[src/pkg/aagc_pkg.sv]
package aagc_pkg;

  // ----------------------------------------------------------------
  // Clock and debounce timing
  // ----------------------------------------------------------------
  localparam int unsigned CLK_PERIOD_NS = 10;
  localparam int unsigned DEB_UNIT_NS   = 500_000;
  localparam int unsigned DEB_UNIT_CYC  = (DEB_UNIT_NS + CLK_PERIOD_NS - 1) / CLK_PERIOD_NS;

  // ----------------------------------------------------------------
  // Register map: index, byte address is four times the index
  // ----------------------------------------------------------------
  localparam int unsigned ADDR_W        = 10;
  localparam logic [7:0]  MIC_REG_IDX   = 8'h26;
  localparam logic [7:0]  CELL_REG_IDX  = 8'h27;
  localparam logic [7:0]  CTRL_REG_IDX  = 8'h28;
  localparam logic [7:0]  THR_REG_IDX   = 8'h29;
  localparam logic [7:0]  STAT_REG_IDX  = 8'h2a;

  // ----------------------------------------------------------------
  // Field positions
  // ----------------------------------------------------------------
  localparam int unsigned CEIL_LSB      = 9;
  localparam int unsigned ENTER_LSB     = 6;
  localparam int unsigned LEAVE_LSB     = 3;
  localparam int unsigned CELL_EN_BIT   = 0;
  localparam int unsigned ST_MIC_SIL    = 0;
  localparam int unsigned ST_CELL_SIL   = 1;
  localparam int unsigned ST_CELL_ACT   = 2;
  localparam int unsigned ST_CELL_BAD   = 3;

  // ----------------------------------------------------------------
  // Reset values and code limits
  // ----------------------------------------------------------------
  localparam logic [6:0]  CEIL_RST      = 7'h7f;
  localparam logic [2:0]  DEB_RST       = 3'h0;
  localparam logic        CELL_EN_RST   = 1'b0;
  localparam logic [15:0] THR_RST       = 16'h0000;
  localparam logic [6:0]  CELL_LAST_OK  = 7'h44;
  localparam logic [6:0]  CELL_TOP_CODE = 7'h5d;
  localparam logic [7:0]  CELL_BASE_HDB = 8'h45;
  localparam logic [7:0]  CELL_TOP_HDB  = 8'h18;

  // ----------------------------------------------------------------
  // Bus answers and modes
  // ----------------------------------------------------------------
  localparam logic [1:0]  RESP_OKAY     = 2'b00;
  localparam logic [1:0]  RESP_SLVERR   = 2'b10;

  typedef enum logic {
    AAGC_NORMAL  = 1'b0,
    AAGC_SILENCE = 1'b1
  } aagc_mode_t;

endpackage : aagc_pkg

[src/pkg/aagc_mode_if.sv]
`timescale 1ns/1ps
interface aagc_mode_if;
  import aagc_pkg::*;
  logic       enable;
  logic       below;
  logic [2:0] enter_code;
  logic [2:0] leave_code;
  aagc_mode_t mode;

  modport cfg (output enable, output below, output enter_code, output leave_code, input mode);
  modport fsm (input enable, input below, input enter_code, input leave_code, output mode);
endinterface : aagc_mode_if

[src/design/aagc_limit_top.sv]
// Notes on behaviour
// - The mic register holds a 7-bit gain ceiling in bits 15..9, 0 dB plus 0.5 dB per code, reset to all ones.
// - One set of mic ceiling and debounce settings serves both the headset/aux and the handset input.
// - Silence mode means the input level is below the noise threshold, normal mode means at or above it.
// - Mic normal-to-silence debounce is bits 8..6, codes select 0,0.5,1,2,4,8,16,32 ms, reset 000.
// - Mic silence-to-normal debounce is bits 5..3 with the same encoding, reset 000.
// - Bits 2..0 of both AGC registers are read-only zero; software writes only zeros there.
// - Cell ceiling is bits 15..9, reset all ones, -34.5 dB at code 0 in 0.5 dB steps to code 0x44, 12 dB from 0x5d.
// - Cell normal-to-silence debounce is bits 8..6, read-only, reset 000.
// - Cell silence-to-normal debounce is bits 5..3, read-only, reset 000, same encoding.
// - With the cell AGC enable set the AGC drives the cell amplifier gain, otherwise it is off.
//
// Local design decision: the AXI4-Lite slave port.
`timescale 1ns/1ps
module aagc_limit_top
  import aagc_pkg::*;
#(
  parameter int unsigned UNIT_CYCLES = DEB_UNIT_CYC,
  parameter int unsigned LEVEL_W     = 16
)
(
  input  wire logic               aclk,
  input  wire logic               aresetn,
  input  wire logic [ADDR_W-1:0]  s_axi_awaddr,
  input  wire logic [2:0]         s_axi_awprot,
  input  wire logic               s_axi_awvalid,
  output wire logic               s_axi_awready,
  input  wire logic [31:0]        s_axi_wdata,
  input  wire logic [3:0]         s_axi_wstrb,
  input  wire logic               s_axi_wvalid,
  output wire logic               s_axi_wready,
  output wire logic [1:0]         s_axi_bresp,
  output wire logic               s_axi_bvalid,
  input  wire logic               s_axi_bready,
  input  wire logic [ADDR_W-1:0]  s_axi_araddr,
  input  wire logic [2:0]         s_axi_arprot,
  input  wire logic               s_axi_arvalid,
  output wire logic               s_axi_arready,
  output wire logic [31:0]        s_axi_rdata,
  output wire logic [1:0]         s_axi_rresp,
  output wire logic               s_axi_rvalid,
  input  wire logic               s_axi_rready,
  input  wire logic [LEVEL_W-1:0] mic_level,
  input  wire logic [LEVEL_W-1:0] cell_level,
  output wire logic [6:0]         mic_gain_ceiling,
  output wire logic [7:0]         cell_gain_ceiling,
  output wire logic               mic_silence,
  output wire logic               cell_silence,
  output wire logic               cell_agc_active
);

  // ----------------------------------------------------------------
  // Byte addresses
  // ----------------------------------------------------------------
  localparam logic [ADDR_W-1:0] MIC_ADDR  = {MIC_REG_IDX,  2'b00};
  localparam logic [ADDR_W-1:0] CELL_ADDR = {CELL_REG_IDX, 2'b00};
  localparam logic [ADDR_W-1:0] CTRL_ADDR = {CTRL_REG_IDX, 2'b00};
  localparam logic [ADDR_W-1:0] THR_ADDR  = {THR_REG_IDX,  2'b00};
  localparam logic [ADDR_W-1:0] STAT_ADDR = {STAT_REG_IDX, 2'b00};

  // ----------------------------------------------------------------
  // Register storage
  // ----------------------------------------------------------------
  logic [6:0]         mic_ceil_reg;
  logic [2:0]         mic_enter_reg;
  logic [2:0]         mic_leave_reg;
  logic [6:0]         cell_ceil_reg;
  logic               cell_en_reg;
  logic [15:0]        thr_reg;
  logic [6:0]         mic_ceil_out_reg;
  logic [7:0]         cell_ceil_out_reg;

  // ----------------------------------------------------------------
  // Write channel state
  // ----------------------------------------------------------------
  logic               aw_got_reg;
  logic [ADDR_W-1:0]  awaddr_reg;
  logic               w_got_reg;
  logic [31:0]        wdata_reg;
  logic [3:0]         wstrb_reg;
  logic               bvalid_reg;
  logic [1:0]         bresp_reg;

  // ----------------------------------------------------------------
  // Read channel state
  // ----------------------------------------------------------------
  logic               rvalid_reg;
  logic [31:0]        rdata_reg;
  logic [1:0]         rresp_reg;

  // ----------------------------------------------------------------
  // Mode engines
  // ----------------------------------------------------------------
  aagc_mode_if mic_if ();
  aagc_mode_if cell_if ();

  wire [7:0] cell_hdb;
  wire       cell_bad;

  // Only the active mic input's level arrives here, so the one settings
  // set covers headset/aux and handset alike.
  assign mic_if.enable      = 1'b1;
  assign mic_if.below       = (mic_level < LEVEL_W'(thr_reg));
  assign mic_if.enter_code  = mic_enter_reg;
  assign mic_if.leave_code  = mic_leave_reg;

  // Cell debounce fields are fixed at zero, so cell modes follow the
  // threshold on the next clock.
  assign cell_if.enable     = cell_en_reg;
  assign cell_if.below      = (cell_level < LEVEL_W'(thr_reg));
  assign cell_if.enter_code = DEB_RST;
  assign cell_if.leave_code = DEB_RST;

  aagc_debounce #(
    .UNIT_CYCLES (UNIT_CYCLES)
  ) u_mic_deb (
    .aclk    (aclk),
    .aresetn (aresetn),
    .m       (mic_if)
  );

  aagc_debounce #(
    .UNIT_CYCLES (UNIT_CYCLES)
  ) u_cell_deb (
    .aclk    (aclk),
    .aresetn (aresetn),
    .m       (cell_if)
  );

  aagc_cell_ceiling u_cell_ceil (
    .code    (cell_ceil_reg),
    .hdb     (cell_hdb),
    .invalid (cell_bad)
  );

  // ----------------------------------------------------------------
  // Read words
  // ----------------------------------------------------------------
  wire [31:0] mic_word  = {16'h0000, mic_ceil_reg, mic_enter_reg, mic_leave_reg, 3'h0};
  wire [31:0] cell_word = {16'h0000, cell_ceil_reg, DEB_RST, DEB_RST, 3'h0};
  wire [31:0] ctrl_word = {31'h0000_0000, cell_en_reg};
  wire [31:0] thr_word  = {16'h0000, thr_reg};
  wire [31:0] stat_word = {28'h000_0000, cell_bad, cell_agc_active, cell_silence, mic_silence};

  // ----------------------------------------------------------------
  // Write path: address and data accepted in either order
  // ----------------------------------------------------------------
  wire              aw_hs    = s_axi_awvalid && s_axi_awready;
  wire              w_hs     = s_axi_wvalid && s_axi_wready;
  wire              aw_have  = aw_got_reg || aw_hs;
  wire              w_have   = w_got_reg || w_hs;
  wire              wr_fire  = aw_have && w_have;
  wire [ADDR_W-1:0] wr_addr  = aw_got_reg ? awaddr_reg : s_axi_awaddr;
  wire [31:0]       wr_data  = w_got_reg ? wdata_reg : s_axi_wdata;
  wire [3:0]        wr_strb  = w_got_reg ? wstrb_reg : s_axi_wstrb;
  wire              wr_mic   = wr_fire && (wr_addr == MIC_ADDR);
  wire              wr_cell  = wr_fire && (wr_addr == CELL_ADDR);
  wire              wr_ctrl  = wr_fire && (wr_addr == CTRL_ADDR) && wr_strb[0];
  wire              wr_thr   = wr_fire && (wr_addr == THR_ADDR);
  wire              wr_hit   = (wr_addr == MIC_ADDR) || (wr_addr == CELL_ADDR) || (wr_addr == CTRL_ADDR)
                            || (wr_addr == THR_ADDR) || (wr_addr == STAT_ADDR);
  wire              lo_en    = wr_strb[0];
  wire              hi_en    = wr_strb[1];

  assign s_axi_awready = aresetn && !aw_got_reg && !bvalid_reg;
  assign s_axi_wready  = aresetn && !w_got_reg && !bvalid_reg;
  assign s_axi_bvalid  = bvalid_reg;
  assign s_axi_bresp   = bresp_reg;

  always_ff @(posedge aclk)
  begin
    if (!aresetn)
    begin
      aw_got_reg <= 1'b0;
      awaddr_reg <= '0;
      w_got_reg  <= 1'b0;
      wdata_reg  <= 32'h0000_0000;
      wstrb_reg  <= 4'h0;
      bvalid_reg <= 1'b0;
      bresp_reg  <= RESP_OKAY;
    end
    else
    begin
      aw_got_reg <= aw_have && !wr_fire;
      w_got_reg  <= w_have && !wr_fire;
      if (aw_hs)
        awaddr_reg <= s_axi_awaddr;
      if (w_hs)
      begin
        wdata_reg <= s_axi_wdata;
        wstrb_reg <= s_axi_wstrb;
      end
      if (wr_fire)
      begin
        bvalid_reg <= 1'b1;
        bresp_reg  <= wr_hit ? RESP_OKAY : RESP_SLVERR;
      end
      else if (s_axi_bready)
        bvalid_reg <= 1'b0;
    end
  end

  // ----------------------------------------------------------------
  // Register updates, byte lane 1 holds ceilings, mic enter-debounce bit 8 and threshold bits 15..8, lane 0 the rest
  // ----------------------------------------------------------------
  always_ff @(posedge aclk)
  begin
    if (!aresetn)
    begin
      mic_ceil_reg  <= CEIL_RST;
      mic_enter_reg <= DEB_RST;
      mic_leave_reg <= DEB_RST;
      cell_ceil_reg <= CEIL_RST;
      cell_en_reg   <= CELL_EN_RST;
      thr_reg       <= THR_RST;
    end
    else
    begin
      if (wr_mic && hi_en)
        mic_ceil_reg <= wr_data[CEIL_LSB +: 7];
      if (wr_mic && hi_en)
        mic_enter_reg[2] <= wr_data[ENTER_LSB + 2];
      if (wr_mic && lo_en)
        mic_enter_reg[1:0] <= wr_data[ENTER_LSB +: 2];
      if (wr_mic && lo_en)
        mic_leave_reg <= wr_data[LEAVE_LSB +: 3];
      if (wr_cell && hi_en)
        cell_ceil_reg <= wr_data[CEIL_LSB +: 7];
      if (wr_ctrl)
        cell_en_reg <= wr_data[CELL_EN_BIT];
      if (wr_thr && lo_en)
        thr_reg[7:0] <= wr_data[7:0];
      if (wr_thr && hi_en)
        thr_reg[15:8] <= wr_data[15:8];
    end
  end

  // ----------------------------------------------------------------
  // Ceilings presented to the amplifiers
  // ----------------------------------------------------------------
  // With the cell AGC off its ceiling output reads zero so no stale
  // limit is applied while software owns the cell amplifier.
  always_ff @(posedge aclk)
  begin
    if (!aresetn)
    begin
      mic_ceil_out_reg  <= CEIL_RST;
      cell_ceil_out_reg <= 8'h00;
    end
    else
    begin
      mic_ceil_out_reg  <= mic_ceil_reg;
      cell_ceil_out_reg <= cell_en_reg ? cell_hdb : 8'h00;
    end
  end

  assign mic_gain_ceiling  = mic_ceil_out_reg;
  assign cell_gain_ceiling = cell_ceil_out_reg;
  assign mic_silence       = (mic_if.mode == AAGC_SILENCE);
  assign cell_silence      = (cell_if.mode == AAGC_SILENCE);
  assign cell_agc_active   = cell_en_reg;

  // ----------------------------------------------------------------
  // Read path
  // ----------------------------------------------------------------
  wire              ar_hs   = s_axi_arvalid && s_axi_arready;
  wire              rd_mic  = (s_axi_araddr == MIC_ADDR);
  wire              rd_cell = (s_axi_araddr == CELL_ADDR);
  wire              rd_ctrl = (s_axi_araddr == CTRL_ADDR);
  wire              rd_thr  = (s_axi_araddr == THR_ADDR);
  wire              rd_stat = (s_axi_araddr == STAT_ADDR);
  wire              rd_hit  = rd_mic || rd_cell || rd_ctrl || rd_thr || rd_stat;
  wire [31:0]       rd_word = rd_mic  ? mic_word
                            : rd_cell ? cell_word
                            : rd_ctrl ? ctrl_word
                            : rd_thr  ? thr_word
                            : rd_stat ? stat_word
                            : 32'h0000_0000;

  assign s_axi_arready = aresetn && !rvalid_reg;
  assign s_axi_rvalid  = rvalid_reg;
  assign s_axi_rdata   = rdata_reg;
  assign s_axi_rresp   = rresp_reg;

  always_ff @(posedge aclk)
  begin
    if (!aresetn)
    begin
      rvalid_reg <= 1'b0;
      rdata_reg  <= 32'h0000_0000;
      rresp_reg  <= RESP_OKAY;
    end
    else if (ar_hs)
    begin
      rvalid_reg <= 1'b1;
      rdata_reg  <= rd_word;
      rresp_reg  <= rd_hit ? RESP_OKAY : RESP_SLVERR;
    end
    else if (s_axi_rready)
      rvalid_reg <= 1'b0;
  end

endmodule : aagc_limit_top

[src/design/aagc_debounce.sv]
`timescale 1ns/1ps
module aagc_debounce
  import aagc_pkg::*;
#(
  parameter int unsigned UNIT_CYCLES = DEB_UNIT_CYC
)
(
  input wire logic aclk,
  input wire logic aresetn,
  aagc_mode_if.fsm m
);

  // ----------------------------------------------------------------
  // Debounce length: code 0 is immediate, then 0.5 ms doubling
  // ----------------------------------------------------------------
  function automatic logic [31:0] deb_cycles(input logic [2:0] code);
    logic [31:0] unit;
    unit = 32'(UNIT_CYCLES);
    if (code == 3'h0)
      deb_cycles = 32'h0000_0000;
    else
      deb_cycles = unit << (code - 3'h1);
  endfunction : deb_cycles

  aagc_mode_t  mode_reg;
  aagc_mode_t  mode_next;
  logic [31:0] cnt_reg;
  logic [31:0] cnt_next;

  wire         in_normal = (mode_reg == AAGC_NORMAL);
  wire         toward    = in_normal ? m.below : !m.below;
  wire  [2:0]  code_sel  = in_normal ? m.enter_code : m.leave_code;
  wire  [31:0] target    = deb_cycles(code_sel);
  wire  [31:0] cnt_inc   = cnt_reg + 32'h0000_0001;
  wire         done      = toward && (cnt_inc >= target);

  always_comb
  begin
    mode_next = mode_reg;
    cnt_next  = toward ? cnt_inc : 32'h0000_0000;
    if (!m.enable)
    begin
      mode_next = AAGC_NORMAL;
      cnt_next  = 32'h0000_0000;
    end
    else
    begin
      case (mode_reg)
        AAGC_NORMAL:  if (done) mode_next = AAGC_SILENCE;
        AAGC_SILENCE: if (done) mode_next = AAGC_NORMAL;
        default:      mode_next = AAGC_NORMAL;
      endcase
      if (done)
        cnt_next = 32'h0000_0000;
    end
  end

  always_ff @(posedge aclk)
  begin
    if (!aresetn)
    begin
      mode_reg <= AAGC_NORMAL;
      cnt_reg  <= 32'h0000_0000;
    end
    else
    begin
      mode_reg <= mode_next;
      cnt_reg  <= cnt_next;
    end
  end

  assign m.mode = mode_reg;

endmodule : aagc_debounce

[src/design/aagc_cell_ceiling.sv]
`timescale 1ns/1ps
module aagc_cell_ceiling
  import aagc_pkg::*;
(
  input  wire logic [6:0] code,
  output wire logic [7:0] hdb,
  output wire logic       invalid
);

  // ----------------------------------------------------------------
  // Half-dB ceiling, two's complement
  // ----------------------------------------------------------------
  wire       top_band = (code >= CELL_TOP_CODE);
  wire       low_band = (code <= CELL_LAST_OK);
  wire [7:0] low_hdb  = {1'b0, code} - CELL_BASE_HDB;

  // A forbidden code must not reach the amplifier as a random gain,
  // so it is held at the highest legal low-band step and flagged.
  assign invalid = !top_band && !low_band;
  assign hdb     = top_band ? CELL_TOP_HDB
                 : low_band ? low_hdb
                 : {1'b0, CELL_LAST_OK} - CELL_BASE_HDB;

endmodule : aagc_cell_ceiling

[config.mk]
export PLATFORM = sky130hd
export DESIGN_NAME = aagc_limit_top
export DESIGN_NICKNAME = d
export VERILOG_FILES = /design/src/pkg/aagc_pkg.sv /design/src/pkg/aagc_mode_if.sv /design/src/design/aagc_limit_top.sv /design/src/design/aagc_debounce.sv /design/src/design/aagc_cell_ceiling.sv
export SDC_FILE = /design/constraint.sdc
export NUM_CORES = 1
export LEC_CHECK = 0
export BUFFER_PORTS_ARGS = -buffer_cell sky130_fd_sc_hd__buf_4
export CORE_MARGIN = 5
export CORE_UTILIZATION = 25
export DETAILED_ROUTE_END_ITERATION = 10
export GPL_TIMING_DRIVEN = 0
export PLACE_DENSITY_LB_ADDON = 0.12
export SKIP_CTS_REPAIR_TIMING = 1
export SLEW_MARGIN = 5
export SYNTH_ARGS = -nofsm -noshare
export SYNTH_HDL_FRONTEND = slang
export SYNTH_HIERARCHICAL = 1
export SYNTH_SLANG_ARGS = --single-unit
[constraint.sdc]
create_clock -name aclk -period 4.8 [get_ports aclk]
set_input_delay 0.96 -clock aclk [delete_from_list [all_inputs] [get_ports aclk]]
set_output_delay 0.96 -clock aclk [all_outputs]
set_load 0.05 [all_outputs]
==> impl_metrics.json <==
{
  "finalWorstSetupSlack_ns": 0.455,
  "layout.nets": 1471,
  "grt_pass1_vias": 8161,
  "nFillCells": 4294,
  "fin_area_um2": 12300,
  "clock_path_buffers": 2,
  "seqCellArea_um2": 3360,
  "grtUsageTotal": 0.132,
  "maxSlewViolCount": 0,
  "synth-seq-cells": 168,
  "synth_area_leader_cell": "dfxtp_1",
  "cp.required_ns": 5.18,
  "via_count": 8059,
  "cp_num_buf_inv": 2,
  "rsz0062_at_grt": "false",
  "die_width_um": 210,
  "maxCapViolations": 0,
  "cp_common_cell": "ha_1",
  "critPathKind": "flop to flop",
  "wl_per_cell_um": 15.9,
  "drtAntennaViolNets": 0,
  "grt-ovfl-total": 0,
  "yosys-top-cells-count": "nand2_1 (175), dfxtp_1 (168), ha_1 (91), o21ai_0 (45), mux2i_1 (44)",
  "worst_clock_skew_ns": 0.0146,
  "cp-start-kind": "flop",
  "netlist_top_cells_area": "dfxtp_1 (34%), ha_1 (11%), nand2_1 (6.6%)",
  "powerDensity_nw_per_um2": 263,
  "io_pins": 160,
  "slowest_stage": "dfxtp_1",
  "place_area_um2": 11700,
  "clock.fmax_mhz": 230,
  "vdd_drop_max_mv": 0.245,
  "dp_slack_ns": -0.120,
  "synth_flop_cell": "dfxtp_1",
  "worst-path-max-fanout": 10,
  "ys_async_sr_fraction": 0,
  "yosysUniqueCellTypes": 79,
  "cp_cell_sequence": "clkbuf_2 -> mux2i_4 -> ha_1 -> ha_1 -> mux2i_1 -> or2_2 -> ha_1 -> a21o_1 -> a21oi_1 -> o211ai_1 -> o31a_1 -> nor4b_4 -> nand4_2 -> buf_6 -> nor2b_2",
  "crit_family": "simple AND/OR/NAND/NOR gates",
  "core_area_um2": 39600,
  "grt_pass1_wl_um": 46100,
  "num_rows": 73,
  "cts.htree.levels": 4,
  "yosysTopAreaCellShare": 0.336,
  "dr.first_iter.drc_count": 326,
  "gp_congestion": 0.776,
  "syn_area_um2": 10000,
  "netlist_instances": 1104,
  "min_period_ns": 4.34,
  "synth_edf_count": 0,
  "hp-start": "awaddr_reg[7]",
  "cpPeakStageDelay_ns": 0.42,
  "fp.dieArea_um2": 44200,
  "drc": 0,
  "drt-pass1-iter-count": 4,
  "root_buffer": "clkbuf_16",
  "tightest_slew_ns": 1.09,
  "dp_hpwl_um": 23200,
  "antenna_found_initial": 0,
  "ys_seq_area_frac": 0.336,
  "cp-end-kind": "flop",
  "area_growth_pct": 23.0,
  "ys.warnings.count": 6,
  "clock-sinks": 168,
  "port_buffers": 116,
  "power_uw": 3240,
  "cp.arrival_ns": 4.73,
  "die_height_um": 210,
  "total_leakage_power_uw": 0.00511,
  "clkTransAtPathRegs_ns": 0.07,
  "holdWs_ns": 0.461,
  "finalCritPeriodShare": 0.905,
  "relSlewSlack": 0.268,
  "floorplan.initialDensity": 0.253,
  "final_layout_size_suffix_gt1_frac": 0.210,
  "numCtsBuffers": 17,
  "tns_ns": 0,
  "multi_input_area_um2": 6370,
  "hold_class": "flop to flop",
  "tritoncts": "built",
  "grt_max_degree": 17,
  "drt_wl_total_um": 28900,
  "setup_viol": 0,
  "viasPerCell": 4.43,
  "status": "completed",
  "yosys.cell_count.top_type": "nand2_1",
  "finalHoldViolations": 0,
  "clk_latency_ns": 0.45,
  "avgSynthCellArea_um2": 9.07
}
-- cells by family (layout without fill, tap and decap cells) --
logic type / Yosys count / after routing / share of synthesized area
mux: 61 / 61 / 0.0631
xor+xnor: 50 / 50 / 0.0437
flops: 168 / 168 / 0.336
fa+ha+maj: 91 / 91 / 0.114
other cells: 4 / 46 / 0.00150
buf+inv: 93 / 240 / 0.0455
compound gates: 199 / 199 / 0.141
simple gates: 438 / 438 / 0.256
-- worst reg2reg max path, delay by kind of cell (launching register included) --
family                     cells  cell delay, ns
adders and majority gates      3            0.86
buffers and inverters          2            0.51
and+or+nand+nor                4            1.03
AOI/OAI and AO/OA              4            0.87
muxes                          2            0.58
DFF                            1            0.42
-- layout make-up --
cell class	instances	share of cell area
Sequential cell	168	0.273
Clock inverter	14	0.0130
Tap cell	525	0.0533
Antenna cell	1	0.000203
Timing Repair Buffer	116	0.0707
Multi-Input combinational cell	884	0.517
Inverter	38	0.0116
Buffer	54	0.0252
Clock buffer	18	0.0356
-- routing by layer --
metal | track usage | vias to the layer above | part of all wire
met5 | 0 | - | 0
met4 | 0.0344 | 0 | 0.013
met3 | 0.0253 | 20 | 0.040
met2 | 0.208 | 122 | 0.45
met1 | 0.186 | 3719 | 0.50
li1 | - | 4198 | -
-- path summary, 6_finish.rpt --
kind                            cells past startpoint  slack, ns              endpoint
worst max-delay path                               15       0.46  u_mic_deb/cnt_reg[8]
worst min-delay path                                2       0.46         awaddr_reg[7]
worst max register to register                     15       0.46  u_mic_deb/cnt_reg[8]
worst min register to register                      2       0.46         awaddr_reg[7]
-- through the flow --
step,util,std cells
after floorplan,-,1145
after global placement,0.295,1786
after detailed placement,0.295,1786
after CTS,0.310,1818
after global routing,0.311,1817
final,0.311,1818
-- report_power, final --
group / switching (µW) / internal, µW / total, µW
combinational: 213 / 148 / 361
clock: 650 / 794 / 1440
sequential: 20.8 / 1420 / 1440
-- cells in the final DEF (no fill, tap or decap), types with 17 or more instances in the layout --
cell and n:
nand2_1 175, dfxtp_1 168, buf_4 134, ha_1 91, o21ai_0 45, conb_1 45
mux2i_1 42, inv_1 38, a21oi_1 35, nand3_1 35, nor2b_2 32, xnor2_1 31
a21boi_0 29, clkbuf_1 28, nor2_1 25, nor2b_1 22, nand4_1 19, xor2_1 19
and3_1 18, and2_1 18, nand2b_1 17, mux2_2 17, clkbuf_16 17
No activity file was read; power rests on OpenSTA's default activity.
